### src/rtl/mode_select_defines.svh
// Register map, field positions, reset values and timing for the mode selector.
// Assumes an 8-bit APB byte address and one 32-bit word per register.
`ifndef MODE_SELECT_DEFINES_SVH
`define MODE_SELECT_DEFINES_SVH

`define CTRL_ADDR        8'h00
`define SAMPLE_ADDR      8'h04
`define STATUS_ADDR      8'h08
`define OUTPUT_ADDR      8'h0C

`define CTRL_KEY_MANUAL  0
`define CTRL_KEY_REMOTE  1
`define CTRL_RUN         2
`define CTRL_BUMPLESS    3
`define CTRL_DIRECT_LO   4
`define CTRL_DIRECT_HI   5
`define CTRL_AM_CONTACT  6
`define CTRL_RL_CONTACT  7
`define CTRL_POSITION    8
`define CTRL_FEEDBACK    9
`define CTRL_WIDTH       10
`define CTRL_RESET       10'h00C

`define SAMPLE_RESET_MS  16'h0064
`define CLK_PERIOD_NS    4
`define MS_NS            1000000
`define MS_CYCLES        (`MS_NS / `CLK_PERIOD_NS)
`define CONTACT_DELAY_MS 16'h00C8
`define SHIFT_HOLD_MS    12'h7D0
`define REPEAT_START_MS  12'h1F4
`define REPEAT_EVERY_MS  12'h014

`endif

### src/rtl/mode_select_pkg.sv
// Types shared by the mode selector.
// Assumes the defines header supplies all numeric constants.
`default_nettype none
package mode_select_pkg;

   typedef enum logic [2:0] {
      SCR_MONITOR      = 3'b001,
      SCR_AUTO_MANUAL  = 3'b010,
      SCR_REMOTE_LOCAL = 3'b100
   } screen_type;

   typedef enum logic [1:0] {
      DIRECT_NONE        = 2'h0,
      DIRECT_AUTO_MANUAL = 2'h1,
      DIRECT_REMOTE_LOCAL = 2'h2
   } direct_fn_type;

endpackage : mode_select_pkg
`default_nettype wire
### src/rtl/mode_select.sv
// Auto/Manual and Remote/Local mode selection with bumpless output handover.
// Assumes synchronous key levels, dry contacts on contact_input, an APB master,
// and an automatic output value supplied by the control loop on auto_output.
`include "mode_select_defines.svh"
`default_nettype none
module mode_select #(
   parameter int unsigned MS_CYCLES = `MS_CYCLES,
   parameter int unsigned OUT_WIDTH = 16,
   parameter int unsigned OUT_MAX   = 1000
) (
   // Clock, reset, enable
   input  wire logic                 pclk,
   input  wire logic                 presetn,
   input  wire logic                 ce,
   // APB slave
   input  wire logic                 psel,
   input  wire logic                 penable,
   input  wire logic                 pwrite,
   input  wire logic [7:0]           paddr,
   input  wire logic [31:0]          pwdata,
   output logic      [31:0]          prdata,
   output logic                      pready,
   output logic                      pslverr,
   // Front keys, active high while pressed
   input  wire logic                 key_up,
   input  wire logic                 key_down,
   input  wire logic                 key_shift,
   input  wire logic                 key_direct,
   // Contacts: bit 0 auto/manual, bit 1 remote/local; 1 = closed
   input  wire logic [1:0]           contact_input,
   // Control loop
   input  wire logic [OUT_WIDTH-1:0] auto_output,
   output logic      [OUT_WIDTH-1:0] manipulated_output_value,
   output logic                      pid_preset,
   output logic      [OUT_WIDTH-1:0] pid_preset_value,
   // Indicators and actuator
   output logic                      manual_mode_lamp,
   output logic                      remote_mode_lamp,
   output logic                      output_hidden,
   output logic                      open_side_output,
   output logic                      close_side_output,
   output logic      [2:0]           screen
);

   // Saturating step of the manual output value
   function automatic logic [OUT_WIDTH-1:0] step_value(
      input logic [OUT_WIDTH-1:0] value,
      input logic                 up
   );
      logic [OUT_WIDTH-1:0] limit;
      limit = OUT_WIDTH'(OUT_MAX);
      if (up) begin
         step_value = (value >= limit) ? limit : value + 1'b1;
      end else begin
         step_value = (value == '0) ? value : value - 1'b1;
      end
   endfunction : step_value

   // Configuration and state
   logic [`CTRL_WIDTH-1:0]     ctrl;
   logic [15:0]                sample_ms;
   logic [17:0]                ms_cnt;
   logic                       ms_tick;
   logic [15:0]                sample_cnt;
   logic [1:0]                 contact_meta;
   logic [1:0]                 contact_sync;
   logic [1:0]                 contact_sampled;
   logic [1:0]                 contact_applied;
   logic [1:0]                 contact_pending;
   logic [15:0]                contact_delay [2];
   logic [11:0]                shift_ms;
   logic                       shift_done;
   logic [11:0]                hold_ms;
   logic [11:0]                repeat_ms;
   logic                       up_prev;
   logic                       down_prev;
   logic                       shift_prev;
   logic                       direct_prev;
   logic                       manual_prev;
   logic [OUT_WIDTH-1:0]       manual_value;
   mode_select_pkg::screen_type scr;

   // Decoded strobes and modes
   wire apb_setup     = psel & ~penable;
   wire apb_write     = psel & penable & pready & pwrite;
   wire sel_ctrl      = (paddr == `CTRL_ADDR);
   wire sel_sample    = (paddr == `SAMPLE_ADDR);
   wire sel_status    = (paddr == `STATUS_ADDR);
   wire sel_output    = (paddr == `OUTPUT_ADDR);
   wire unmapped      = ~(sel_ctrl | sel_sample | sel_status | sel_output);
   wire sample_tick   = ms_tick & (sample_cnt == 16'h0000);
   wire up_press      = key_up & ~up_prev;
   wire down_press    = key_down & ~down_prev;
   wire direct_press  = key_direct & ~direct_prev;
   wire shift_release = ~key_shift & shift_prev;
   wire in_menu       = (scr != mode_select_pkg::SCR_MONITOR);
   wire on_am_screen  = (scr == mode_select_pkg::SCR_AUTO_MANUAL);
   wire on_rl_screen  = (scr == mode_select_pkg::SCR_REMOTE_LOCAL);
   wire [1:0] direct_fn = ctrl[`CTRL_DIRECT_HI:`CTRL_DIRECT_LO];
   wire direct_am     = direct_press & (direct_fn == mode_select_pkg::DIRECT_AUTO_MANUAL);
   wire direct_rl     = direct_press & (direct_fn == mode_select_pkg::DIRECT_REMOTE_LOCAL);
   wire run           = ctrl[`CTRL_RUN];
   wire no_feedback   = ctrl[`CTRL_POSITION] & ~ctrl[`CTRL_FEEDBACK];

   // Both sources must agree before automatic or remote is taken
   wire contact_auto  = ~ctrl[`CTRL_AM_CONTACT] | contact_applied[0];
   wire contact_remote = ~ctrl[`CTRL_RL_CONTACT] | contact_applied[1];
   wire manual        = ctrl[`CTRL_KEY_MANUAL] | ~contact_auto;
   wire remote        = ctrl[`CTRL_KEY_REMOTE] & contact_remote;

   // Key/communication setting changes from the keypad
   wire set_manual    = (on_am_screen & up_press)
                      | (direct_am & ~ctrl[`CTRL_KEY_MANUAL]);
   wire set_auto      = (on_am_screen & down_press & ctrl[`CTRL_KEY_MANUAL])
                      | (direct_am & ctrl[`CTRL_KEY_MANUAL]);
   wire set_remote    = (on_rl_screen & up_press)
                      | (direct_rl & ~ctrl[`CTRL_KEY_REMOTE]);
   wire set_local     = (on_rl_screen & down_press & ctrl[`CTRL_KEY_REMOTE])
                      | (direct_rl & ctrl[`CTRL_KEY_REMOTE]);

   // Manual value adjustment: first press steps once, a long hold repeats
   wire adjust_keys   = manual & ~in_menu & ~no_feedback;
   wire held_repeat   = (hold_ms >= `REPEAT_START_MS) & ms_tick
                      & (repeat_ms == 12'h000);
   wire step_up       = adjust_keys & key_up & ~key_down & (up_press | held_repeat);
   wire step_down     = adjust_keys & key_down & ~key_up & (down_press | held_repeat);
   wire entering_manual = manual & ~manual_prev;
   wire leaving_manual  = ~manual & manual_prev;

   // Next values
   logic [`CTRL_WIDTH-1:0] next_ctrl;
   logic [OUT_WIDTH-1:0]   next_manual_value;
   logic [31:0]            next_prdata;
   mode_select_pkg::screen_type next_scr;

   // Control register: bus writes first, keypad changes override
   always_comb begin
      next_ctrl = ctrl;
      if (apb_write && sel_ctrl) begin
         next_ctrl = pwdata[`CTRL_WIDTH-1:0];
      end
      if (set_manual) begin
         next_ctrl[`CTRL_KEY_MANUAL] = 1'b1;
      end else if (set_auto) begin
         next_ctrl[`CTRL_KEY_MANUAL] = 1'b0;
      end
      if (set_remote) begin
         next_ctrl[`CTRL_KEY_REMOTE] = 1'b1;
      end else if (set_local) begin
         next_ctrl[`CTRL_KEY_REMOTE] = 1'b0;
      end
   end

   // Manual value: bumpless load or stored value, then key steps
   always_comb begin
      next_manual_value = manual_value;
      if (entering_manual) begin
         if (ctrl[`CTRL_BUMPLESS]) begin
            next_manual_value = auto_output;
         end
      end else if (step_up || step_down) begin
         next_manual_value = step_value(manual_value, step_up);
      end
   end

   // Screen walk: long Shift toggles the menu, short Shift moves between the two menu screens
   always_comb begin
      next_scr = scr;
      if (ms_tick && key_shift && !shift_done && shift_ms == `SHIFT_HOLD_MS - 12'h001) begin
         next_scr = in_menu ? mode_select_pkg::SCR_MONITOR
                            : mode_select_pkg::SCR_AUTO_MANUAL;
      end else if (shift_release && !shift_done) begin
         case (scr)
            mode_select_pkg::SCR_AUTO_MANUAL:  next_scr = mode_select_pkg::SCR_REMOTE_LOCAL;
            mode_select_pkg::SCR_REMOTE_LOCAL: next_scr = mode_select_pkg::SCR_AUTO_MANUAL;
            mode_select_pkg::SCR_MONITOR:      next_scr = mode_select_pkg::SCR_MONITOR;
            default:                           next_scr = mode_select_pkg::SCR_MONITOR;
         endcase
      end
   end

   // Read data mux, captured in the setup cycle
   always_comb begin
      next_prdata = 32'h0000_0000;
      if (sel_ctrl) begin
         next_prdata[`CTRL_WIDTH-1:0] = ctrl;
      end else if (sel_sample) begin
         next_prdata[15:0] = sample_ms;
      end else if (sel_status) begin
         next_prdata[7:0] = {scr, contact_applied, remote, manual, run};
      end else if (sel_output) begin
         next_prdata[OUT_WIDTH-1:0] = manipulated_output_value;
      end
   end

   // APB answer one cycle after setup; access holds until then
   always_ff @(posedge pclk or negedge presetn) begin
      if (!presetn) begin
         pready  <= 1'b0;
         pslverr <= 1'b0;
         prdata  <= 32'h0000_0000;
      end else if (ce) begin
         pready  <= apb_setup;
         pslverr <= apb_setup & unmapped;
         prdata  <= apb_setup ? next_prdata : 32'h0000_0000;
      end
   end

   // Registers reachable from the bus
   always_ff @(posedge pclk or negedge presetn) begin
      if (!presetn) begin
         ctrl      <= `CTRL_RESET;
         sample_ms <= `SAMPLE_RESET_MS;
      end else if (ce) begin
         ctrl <= next_ctrl;
         if (apb_write && sel_sample) begin
            sample_ms <= (pwdata[15:0] == 16'h0000) ? 16'h0001 : pwdata[15:0];
         end
      end
   end

   // Millisecond base and sampling cycle counter
   always_ff @(posedge pclk or negedge presetn) begin
      if (!presetn) begin
         ms_cnt     <= 18'h00000;
         ms_tick    <= 1'b0;
         sample_cnt <= 16'h0000;
      end else if (ce) begin
         ms_tick <= (ms_cnt == 18'(MS_CYCLES - 1));
         ms_cnt  <= (ms_cnt == 18'(MS_CYCLES - 1)) ? 18'h00000 : ms_cnt + 18'h00001;
         if (ms_tick) begin
            sample_cnt <= (sample_cnt == 16'h0000) ? sample_ms - 16'h0001
                                                   : sample_cnt - 16'h0001;
         end
      end
   end

   // Contacts: two-stage synchroniser, then one sample per sampling cycle
   always_ff @(posedge pclk or negedge presetn) begin
      if (!presetn) begin
         contact_meta    <= 2'h0;
         contact_sync    <= 2'h0;
         contact_sampled <= 2'h0;
      end else if (ce) begin
         contact_meta <= contact_input;
         contact_sync <= contact_meta;
         if (sample_tick) begin
            contact_sampled <= contact_sync;
         end
      end
   end

   // Each change restarts a 200 ms plus one sampling cycle wait
   always_ff @(posedge pclk or negedge presetn) begin
      if (!presetn) begin
         contact_applied  <= 2'h0;
         contact_pending  <= 2'h0;
         contact_delay[0] <= 16'h0000;
         contact_delay[1] <= 16'h0000;
      end else if (ce) begin
         for (int i = 0; i < 2; i++) begin
            if (contact_sampled[i] != contact_pending[i]) begin
               contact_pending[i] <= contact_sampled[i];
               contact_delay[i]   <= `CONTACT_DELAY_MS + sample_ms;
            end else if (contact_delay[i] != 16'h0000) begin
               if (ms_tick) begin
                  contact_delay[i] <= contact_delay[i] - 16'h0001;
               end
            end else begin
               contact_applied[i] <= contact_pending[i];
            end
         end
      end
   end

   // Key edge history and hold timers
   always_ff @(posedge pclk or negedge presetn) begin
      if (!presetn) begin
         up_prev     <= 1'b0;
         down_prev   <= 1'b0;
         shift_prev  <= 1'b0;
         direct_prev <= 1'b0;
         shift_ms    <= 12'h000;
         shift_done  <= 1'b0;
         hold_ms     <= 12'h000;
         repeat_ms   <= 12'h000;
      end else if (ce) begin
         up_prev     <= key_up;
         down_prev   <= key_down;
         shift_prev  <= key_shift;
         direct_prev <= key_direct;
         // A long Shift acts once; release re-arms it
         if (!key_shift) begin
            shift_ms   <= 12'h000;
            shift_done <= 1'b0;
         end else if (ms_tick && !shift_done) begin
            shift_ms   <= shift_ms + 12'h001;
            shift_done <= (shift_ms == `SHIFT_HOLD_MS - 12'h001);
         end
         // Hold timer saturates so a long press cannot wrap back to slow
         if (!(key_up ^ key_down)) begin
            hold_ms   <= 12'h000;
            repeat_ms <= 12'h000;
         end else if (ms_tick) begin
            if (hold_ms < `REPEAT_START_MS) begin
               hold_ms <= hold_ms + 12'h001;
            end
            if (hold_ms >= `REPEAT_START_MS) begin
               repeat_ms <= (repeat_ms == 12'h000) ? `REPEAT_EVERY_MS - 12'h001
                                                   : repeat_ms - 12'h001;
            end
         end
      end
   end

   // Screen state
   always_ff @(posedge pclk or negedge presetn) begin
      if (!presetn) begin
         scr <= mode_select_pkg::SCR_MONITOR;
      end else if (ce) begin
         scr <= next_scr;
      end
   end

   // Output handover between automatic and manual
   always_ff @(posedge pclk or negedge presetn) begin
      if (!presetn) begin
         manual_prev              <= 1'b0;
         manual_value             <= '0;
         manipulated_output_value <= '0;
         pid_preset               <= 1'b0;
         pid_preset_value         <= '0;
      end else if (ce) begin
         manual_prev  <= manual;
         manual_value <= next_manual_value;
         manipulated_output_value <= manual ? next_manual_value : auto_output;
         pid_preset   <= leaving_manual;
         if (leaving_manual) begin
            pid_preset_value <= manual_value;
         end
      end
   end

   // Lamps and position outputs; a stopped loop shows neither mode lamp
   always_ff @(posedge pclk or negedge presetn) begin
      if (!presetn) begin
         manual_mode_lamp  <= 1'b0;
         remote_mode_lamp  <= 1'b0;
         output_hidden     <= 1'b0;
         open_side_output  <= 1'b0;
         close_side_output <= 1'b0;
         screen            <= 3'h1;
      end else if (ce) begin
         manual_mode_lamp  <= manual & run;
         remote_mode_lamp  <= remote & run;
         output_hidden     <= manual & no_feedback;
         open_side_output  <= manual & no_feedback & ~in_menu & key_up & ~key_down;
         close_side_output <= manual & no_feedback & ~in_menu & key_down & ~key_up;
         screen            <= next_scr;
      end
   end

endmodule : mode_select
`default_nettype wire

### config.mk
export PLATFORM = sky130hd
export DESIGN_NAME = mode_select
export DESIGN_NICKNAME = d
export VERILOG_FILES = /design/src/rtl/mode_select_pkg.sv /design/src/rtl/mode_select.sv
export VERILOG_INCLUDE_DIRS = /design/src /design/src/rtl
export SDC_FILE = /design/constraint.sdc
export NUM_CORES = 1
export LEC_CHECK = 0
export BUFFER_PORTS_ARGS = -buffer_cell sky130_fd_sc_hd__buf_2
export CELL_PAD_IN_SITES_DETAIL_PLACEMENT = 2
export CELL_PAD_IN_SITES_GLOBAL_PLACEMENT = 2
export CORE_MARGIN = 5
export CORE_UTILIZATION = 25
export CTS_CLUSTER_SIZE = 10
export DETAILED_ROUTE_END_ITERATION = 10
export GPL_ROUTABILITY_DRIVEN = 0
export PLACE_DENSITY_LB_ADDON = 0.1
export REMOVE_ABC_BUFFERS = 1
export SYNTH_ARGS = -nofsm -noshare
export SYNTH_HDL_FRONTEND = slang
export SYNTH_SLANG_ARGS = --single-unit
export TNS_END_PERCENT = 10
### constraint.sdc
create_clock -name pclk -period 3.07 [get_ports pclk]
set_input_delay 0.614 -clock pclk [delete_from_list [all_inputs] [get_ports pclk]]
set_output_delay 0.614 -clock pclk [all_outputs]
set_load 0.01 [all_outputs]
==> impl_metrics.json, run 1 <==
{
  "status": "finished, final reports clean",
  "layout_setup_ws_ns": 0.218,
  "portBuffers": 110,
  "netlist_instances": 1361,
  "ir_drop_mv": 0.448,
  "top_usage_layer": "met2",
  "cp.required_ns": 3.54,
  "worst_skew_pair.late_latency_ns": 0.59,
  "cp_data_arrival_time_ns": 3.32,
  "p_leak_nw": 6.65,
  "synth_edf_count": 0,
  "tritoncts": "done",
  "die_h_um": 233,
  "dp_hpwl_um": 35800,
  "synthFlopType": "dfrtp_1",
  "start_util": 0.254,
  "synth_compound_area_frac": 0.197,
  "min_period_over_period": 0.929,
  "ys_ff_latch": 220,
  "drv_cap": 0,
  "dr.pass1.iters": 4,
  "drv_slew": 0,
  "placed_area_um2": 14100,
  "grt_usage": 0.175,
  "finalHoldViolCount": 0,
  "hp-class": "in2reg",
  "routed_wl_um": 48400,
  "layout-drive-gt1-share": 0.210,
  "grt_pass1_vias": 12099,
  "fmax_ghz": 0.351,
  "ant_nets": 0,
  "worstSetupPathType": "reg2reg",
  "diodes": 0,
  "layout_common_cells": "214 x dfrtp_1, 151 x nor2_1, 113 x o21ai_0, 111 x nand2_1, 108 x buf_2",
  "via_per_inst": 5.07,
  "worst_pin_slew_ns": 0.833,
  "grt_pass1_wl_um": 74500,
  "ff2ff_path_depth": 7,
  "wl_per_cell_um": 22.0,
  "grt_use_met3": 0.0209,
  "drtIter0Drc": 386,
  "root_buffer": "clkbuf_16",
  "grt_overflow": 0,
  "final_common_cell": "dfrtp_1",
  "final_nets": 1588,
  "worstPathMaxFanout": 8,
  "dieArea_um2": 54500,
  "synth-async-reset-ratio": 1.00,
  "gr-usage-met1": 0.239,
  "synth_adder_area_share": 0.0130,
  "clock-sinks": 220,
  "synth_mux_area_frac": 0.0570,
  "post-route-util": 0.309,
  "synthSimpleGateAreaFrac": 0.202,
  "synthXorXnorAreaFrac": 0.0463,
  "ys_types": 81,
  "fin_area_um2": 15200,
  "fp.dieW_um": 233,
  "cp-end-kind": "flip-flop",
  "start_kind": "flip-flop",
  "fin_setup_tns_ns": 0,
  "yosysWarnings": 0,
  "core_area_um2": 49200,
  "cts-htree-levels": 1,
  "setup_viol": 0,
  "antenna_found_initial": 2,
  "use_met2": 0.298,
  "seq_area_frac_synth": 0.442,
  "cts.clk_slew.worst_paths_ns": 0.06,
  "drcViolationCount": 0,
  "fillerInstances": 5504,
  "rows": 81,
  "place_ws_ns": 0.183,
  "numCtsBuffers": 31,
  "powerDensity_nw_per_um2": 576,
  "cts_buffer_depth": 3,
  "ioPinCount": 143,
  "post_cts_buffers": 0,
  "period_needed_ns": 2.85,
  "syn_area_um2": 12500,
  "layout-area-overhead-vs-synth_pct": 21.6,
  "min_path_cells": 2,
  "routed-via-count": 11127,
  "synth_top_family_by_area": "simple AND/OR/NAND/NOR gates",
  "grt_max_degree": 57,
  "avgSynthCellArea_um2": 9.17,
  "rsz0062_at_grt": "no",
  "skew_ns": 0.0199,
  "max_slew_margin": 0.445
}
## area by class of cell
class	count	area (um2)	share of cell area
Inverter	32	120	0.00791
Clock inverter	11	113	0.00742
Sequential cell	220	5510	0.363
Multi-Input combinational cell	1035	6500	0.429
Clock buffer	47	926	0.0610
Tap cell	664	831	0.0547
Timing Repair Buffer	187	1170	0.0770
## critical path, cell delays in order, from the launching register on
cell	delay, ns
dfrtp_1	0.48
or4_4	0.60
nor4_4	0.54
nand2_2	0.16
and3_1	0.22
a311oi_2	0.27
nor4b_2	0.09
a311o_1	0.35
## kinds of logic after synthesis
family	Yosys count
AND/OR/NAND/NOR	493
AO/OA/AOI/OAI	382
flip-flops	220
buffers and inverters	121
XOR/XNOR	66
multiplexers	65
adder cells (fa/ha/maj)	13
other	1
## worst paths after layout
path,start,to,slack [ns]
max,manual_value[10]$_DFFE_PN0P_,manipulated_output_value[2]$_DFFE_PN0P_,0.22
min,contact_input[1],contact_meta[1]$_DFFE_PN0P_,0.27
max reg2reg,manual_value[10]$_DFFE_PN0P_,manipulated_output_value[2]$_DFFE_PN0P_,0.22
min reg2reg,prdata[1]$_DFFE_PN0P_,prdata[1]$_DFFE_PN0P_,0.49
max in group asynchronous,presetn,sample_cnt[8]$_DFFE_PN0P_,1.73
min in group asynchronous,presetn,contact_sync[0]$_DFFE_PN0P_,0.57
## repair_timing
| item | CTS | global route |
|---|---|---|
| endpoints found under the setup margin | 0 | 1 |
| hold endpoints to repair | 44 | 0 |
| hold buffers | 1 | 0 |
| resized for setup | 0 | 1 |
## synthesized netlist by cell type (7+ instances only)
library cell | n | area share
clkbuf_1 | 58 | 0.017
a22oi_1 | 12 | 0.0072
xor2_1 | 33 | 0.023
mux2_2 | 49 | 0.044
nand2b_1 | 14 | 0.0070
o22ai_1 | 16 | 0.0080
a31oi_1 | 11 | 0.0055
o21ai_1 | 7 | 0.0028
and2_1 | 7 | 0.0035
o21a_1 | 7 | 0.0042
or4_1 | 7 | 0.0042
or3_1 | 23 | 0.012
a21o_1 | 7 | 0.0042
buf_4 | 16 | 0.0096
nor2_1 | 151 | 0.045
o2bb2ai_1 | 22 | 0.015
mux2i_1 | 16 | 0.013
buf_2 | 8 | 0.0032
o21ai_0 | 113 | 0.045
ha_1 | 13 | 0.013
and3_1 | 17 | 0.0085
xnor2_1 | 33 | 0.023
nand3b_1 | 8 | 0.0048
nand2_1 | 111 | 0.033
a21oi_1 | 87 | 0.035
a211oi_1 | 10 | 0.0060
dfrtp_1 | 214 | 0.43
nor4_1 | 19 | 0.0095
inv_1 | 32 | 0.0096
nor2b_1 | 8 | 0.0040
nand4_1 | 11 | 0.0055
o211ai_1 | 8 | 0.0048
nor3_1 | 33 | 0.013
a22o_1 | 20 | 0.014
nand3_1 | 45 | 0.018
## stage by stage
stage	cells	hold slack, ns	total power, mW
floorplan	1287	0.318	4.36
global placement	2137	0.468	5.09
detailed placement	2137	0.472	5.14
CTS	2196	0.233	8.93
global route	2196	0.248	9.24
finish	2196	0.266	8.74
## flip-flops by register name (all words and copies together) (netlist names), 12 cells and up
| name | count |
|---|---|
| contact_delay | 32 |
| ms_cnt | 18 |
| manipulated_output_value | 16 |
| manual_value | 16 |
| pid_preset_value | 16 |
| prdata | 16 |
| sample_cnt | 16 |
| sample_ms | 16 |
| hold_ms | 12 |
| repeat_ms | 12 |
| shift_ms | 12 |
## routing by layer
layer / part of all wire / vias up
li1: - / 5222
met4: 0.024 / 2
met5: 0.00027 / -
met1: 0.46 / 5740
met3: 0.028 / 53
met2: 0.48 / 110
## report_power, final
part           total, mW  leakage [nW]  switching (mW)  internal, mW
clock network       3.67         0.520            1.44          2.23
registers           3.52          2.85           0.336          3.18
logic               1.55          3.28           0.915         0.634
(Power assumes the default switching activity.)
==> inputs of run 2 (changes only) <==
--- a/config.mk
+++ b/config.mk
@@ -7,6 +7,7 @@
 export NUM_CORES = 1
 export LEC_CHECK = 0
 export BUFFER_PORTS_ARGS = -buffer_cell sky130_fd_sc_hd__buf_2
+export CAP_MARGIN = 20
 export CELL_PAD_IN_SITES_DETAIL_PLACEMENT = 2
 export CELL_PAD_IN_SITES_GLOBAL_PLACEMENT = 2
 export CORE_MARGIN = 5
==> constraint.sdc (replaced) <==
create_clock -name pclk -period 2.86 [get_ports pclk]
set_input_delay 0.572 -clock pclk [delete_from_list [all_inputs] [get_ports pclk]]
set_output_delay 0.572 -clock pclk [all_outputs]
set_load 0.01 [all_outputs]
==> impl_metrics.json, run 2 (synthesis results as in run 1) <==
{
  "worstSetupStartpoint": "manual_value[10]$_DFFE_PN0P_",
  "powerDensity_nw_per_um2": 602,
  "dieArea_um2": 54500,
  "core_area_um2": 49200,
  "ff2ff_path_depth": 7,
  "rsz0062_at_grt": "no",
  "cts_buffer_depth": 3,
  "worst_skew_pair.late_latency_ns": 0.57,
  "final_common_cell": "dfrtp_1",
  "cts.clk_slew.worst_paths_ns": 0.06,
  "worst_pin_slew_ns": 0.882,
  "worstSetupPathType": "reg2reg",
  "die_h_um": 233,
  "grt_usage": 0.177,
  "start_kind": "flip-flop",
  "portBuffers": 110,
  "numCtsBuffers": 30,
  "rows": 81,
  "pwr-share-seq": 0.408,
  "power_frac_comb": 0.186,
  "top_register": "contact_delay",
  "grt_pass1_vias": 12192,
  "antenna_found_initial": 1,
  "routed-via-count": 11143,
  "grt_overflow": 0,
  "fmax_ghz": 0.376,
  "drv_cap": 0,
  "final_nets": 1606,
  "routed_wl_um": 48700,
  "ir_drop_mv": 0.422,
  "skew_ns": 0.0116,
  "via_per_inst": 5.04,
  "finalHoldViolCount": 0,
  "fp.dieW_um": 233,
  "swShare": 0.303,
  "layout-area-overhead-vs-synth_pct": 22.6,
  "total_power_mw": 9.20,
  "drtIter0Drc": 488,
  "drcViolationCount": 0,
  "reg_top3": "contact_delay x32, ms_cnt x18",
  "clock-sinks": 220,
  "dp_hpwl_um": 36300,
  "root_buffer": "clkbuf_16",
  "cp_data_arrival_time_ns": 3.14,
  "cp-end-kind": "flip-flop",
  "period_needed_ns": 2.66,
  "largest_reg_flops": 32,
  "wl_per_cell_um": 22.0,
  "ant_nets": 0,
  "r2r_start": "manual_value[10]$_DFFE_PN0P_",
  "setup_viol": 0,
  "layout-drive-gt1-share": 0.216,
  "r2r_end": "manual_value[1]$_DFFE_PN0P_",
  "cts-htree-levels": 1,
  "cp-endpoint": "manual_value[1]$_DFFE_PN0P_",
  "layout_common_cells": "214 x dfrtp_1, 151 x nor2_1, 113 x o21ai_0, 111 x nand2_1, 108 x buf_2",
  "ioPinCount": 143,
  "switching_power_mw": 2.79,
  "grt_max_degree": 55,
  "dr.pass1.iters": 4,
  "worstPathMaxFanout": 4,
  "p_leak_nw": 6.73,
  "hp-class": "in2reg",
  "timing.reg2reg.setup_slack_ns": 0.20,
  "grt_pass1_wl_um": 75600,
  "status": "finished, final reports clean",
  "cp.required_ns": 3.34,
  "diodes": 0,
  "min_period_over_period": 0.930,
  "start_util": 0.254,
  "tritoncts": "done",
  "p_int_mw": 6.41,
  "fin_setup_tns_ns": 0,
  "power_frac_clock": 0.405,
  "drv_slew": 0,
  "fillerInstances": 5521,
  "max_slew_margin": 0.410
}
## run 2: cell count changes in the layout (fill, tap and decap cells not counted)
cell       change
a211oi_1       +1
a211oi_2       -1
and3b_1        -2
and3b_2        +2
buf_12         +2
buf_4         +17
bufinv_16      -2
clkbuf_1       +4
clkbuf_8       +3
clkinv_2       -6
inv_6          -2
nor4b_2        -1
nor4b_4        +1
## run 2: how the worst min path moves through the flow
stage                                       to  slack [ns]                            start  cells after the start
3_5_place_dp      open_side_output$_DFFE_PN0P_        0.47     open_side_output$_DFFE_PN0P_                      1
6_report           contact_meta[1]$_DFFE_PN0P_        0.25                 contact_input[1]                      2
5_1_grt            contact_meta[1]$_DFFE_PN0P_        0.24                 contact_input[1]                      2
3_3_place_gp   pid_preset_value[7]$_DFFE_PN0P_        0.47  pid_preset_value[7]$_DFFE_PN0P_                      2
2_1_floorplan    close_side_output$_DFFE_PN0P_        0.28                          presetn                      0
4_1_cts            contact_meta[1]$_DFFE_PN0P_        0.21                 contact_input[1]                      2
## run 2: layout make-up
cell class	count	area (um2)	area share
clock inverters	1	5.00	0.000327
inverters	32	120	0.00785
flip-flops and latches	220	5510	0.360
well taps	664	831	0.0543
multi-input cells	1035	6510	0.426
repair buffers	206	1340	0.0873
clock buffers	54	982	0.0642
## run 2: power groups by stage
stage | registers (mW) | clock network, mW | logic (mW)
after floorplan | 3.79 | 0 | 0.889
after global placement | 3.81 | 0 | 1.70
after detailed placement | 3.82 | 0 | 1.74
after CTS | 3.76 | 3.89 | 1.75
after global routing | 3.81 | 4.02 | 1.91
final | 3.76 | 3.73 | 1.72
## run 2: what timing repair did
| item | 4_1_cts | 5_1_grt |
|---|---|---|
| setup endpoints to repair | 0 | 2 |
| buffers inserted | 0 | 0 |
| resized for setup | 0 | 3 |
| hold buffers | 1 | 0 |
| endpoints found under the hold margin | 43 | 0 |
## run 2: per-stage QoR
stage | hold WS [ns] | util | setup slack [ns] | instance area (um2) | std cells
after detailed placement | 0.471 | 0.291 | 0.177 | 14300 | 2156
final | 0.248 | 0.311 | 0.200 | 15300 | 2212
after CTS | 0.214 | 0.311 | 0.162 | 15300 | 2212
after global placement | 0.466 | 0.291 | 0.195 | 14300 | 2156
after global routing | 0.239 | 0.311 | 0.0113 | 15300 | 2212
after floorplan | 0.276 | - | -0.0206 | 12100 | 1287
## run 2: worst max-delay path: stages (launching register included)
cell and delay [ns]:
dfrtp_1 0.37, or4_4 0.56, or2_1 0.32, nor4_1 0.55, nand3_1 0.15, o311ai_1 0.14
o21ai_0 0.23, a22oi_1 0.23
## run 2: routing by layer
layer	up-vias	global-route usage	wire length, um
met5	-	0	20
met4	2	0.0389	1130
met3	53	0.0236	1270
met2	116	0.299	23500
met1	5721	0.242	22800
li1	5251	-	-
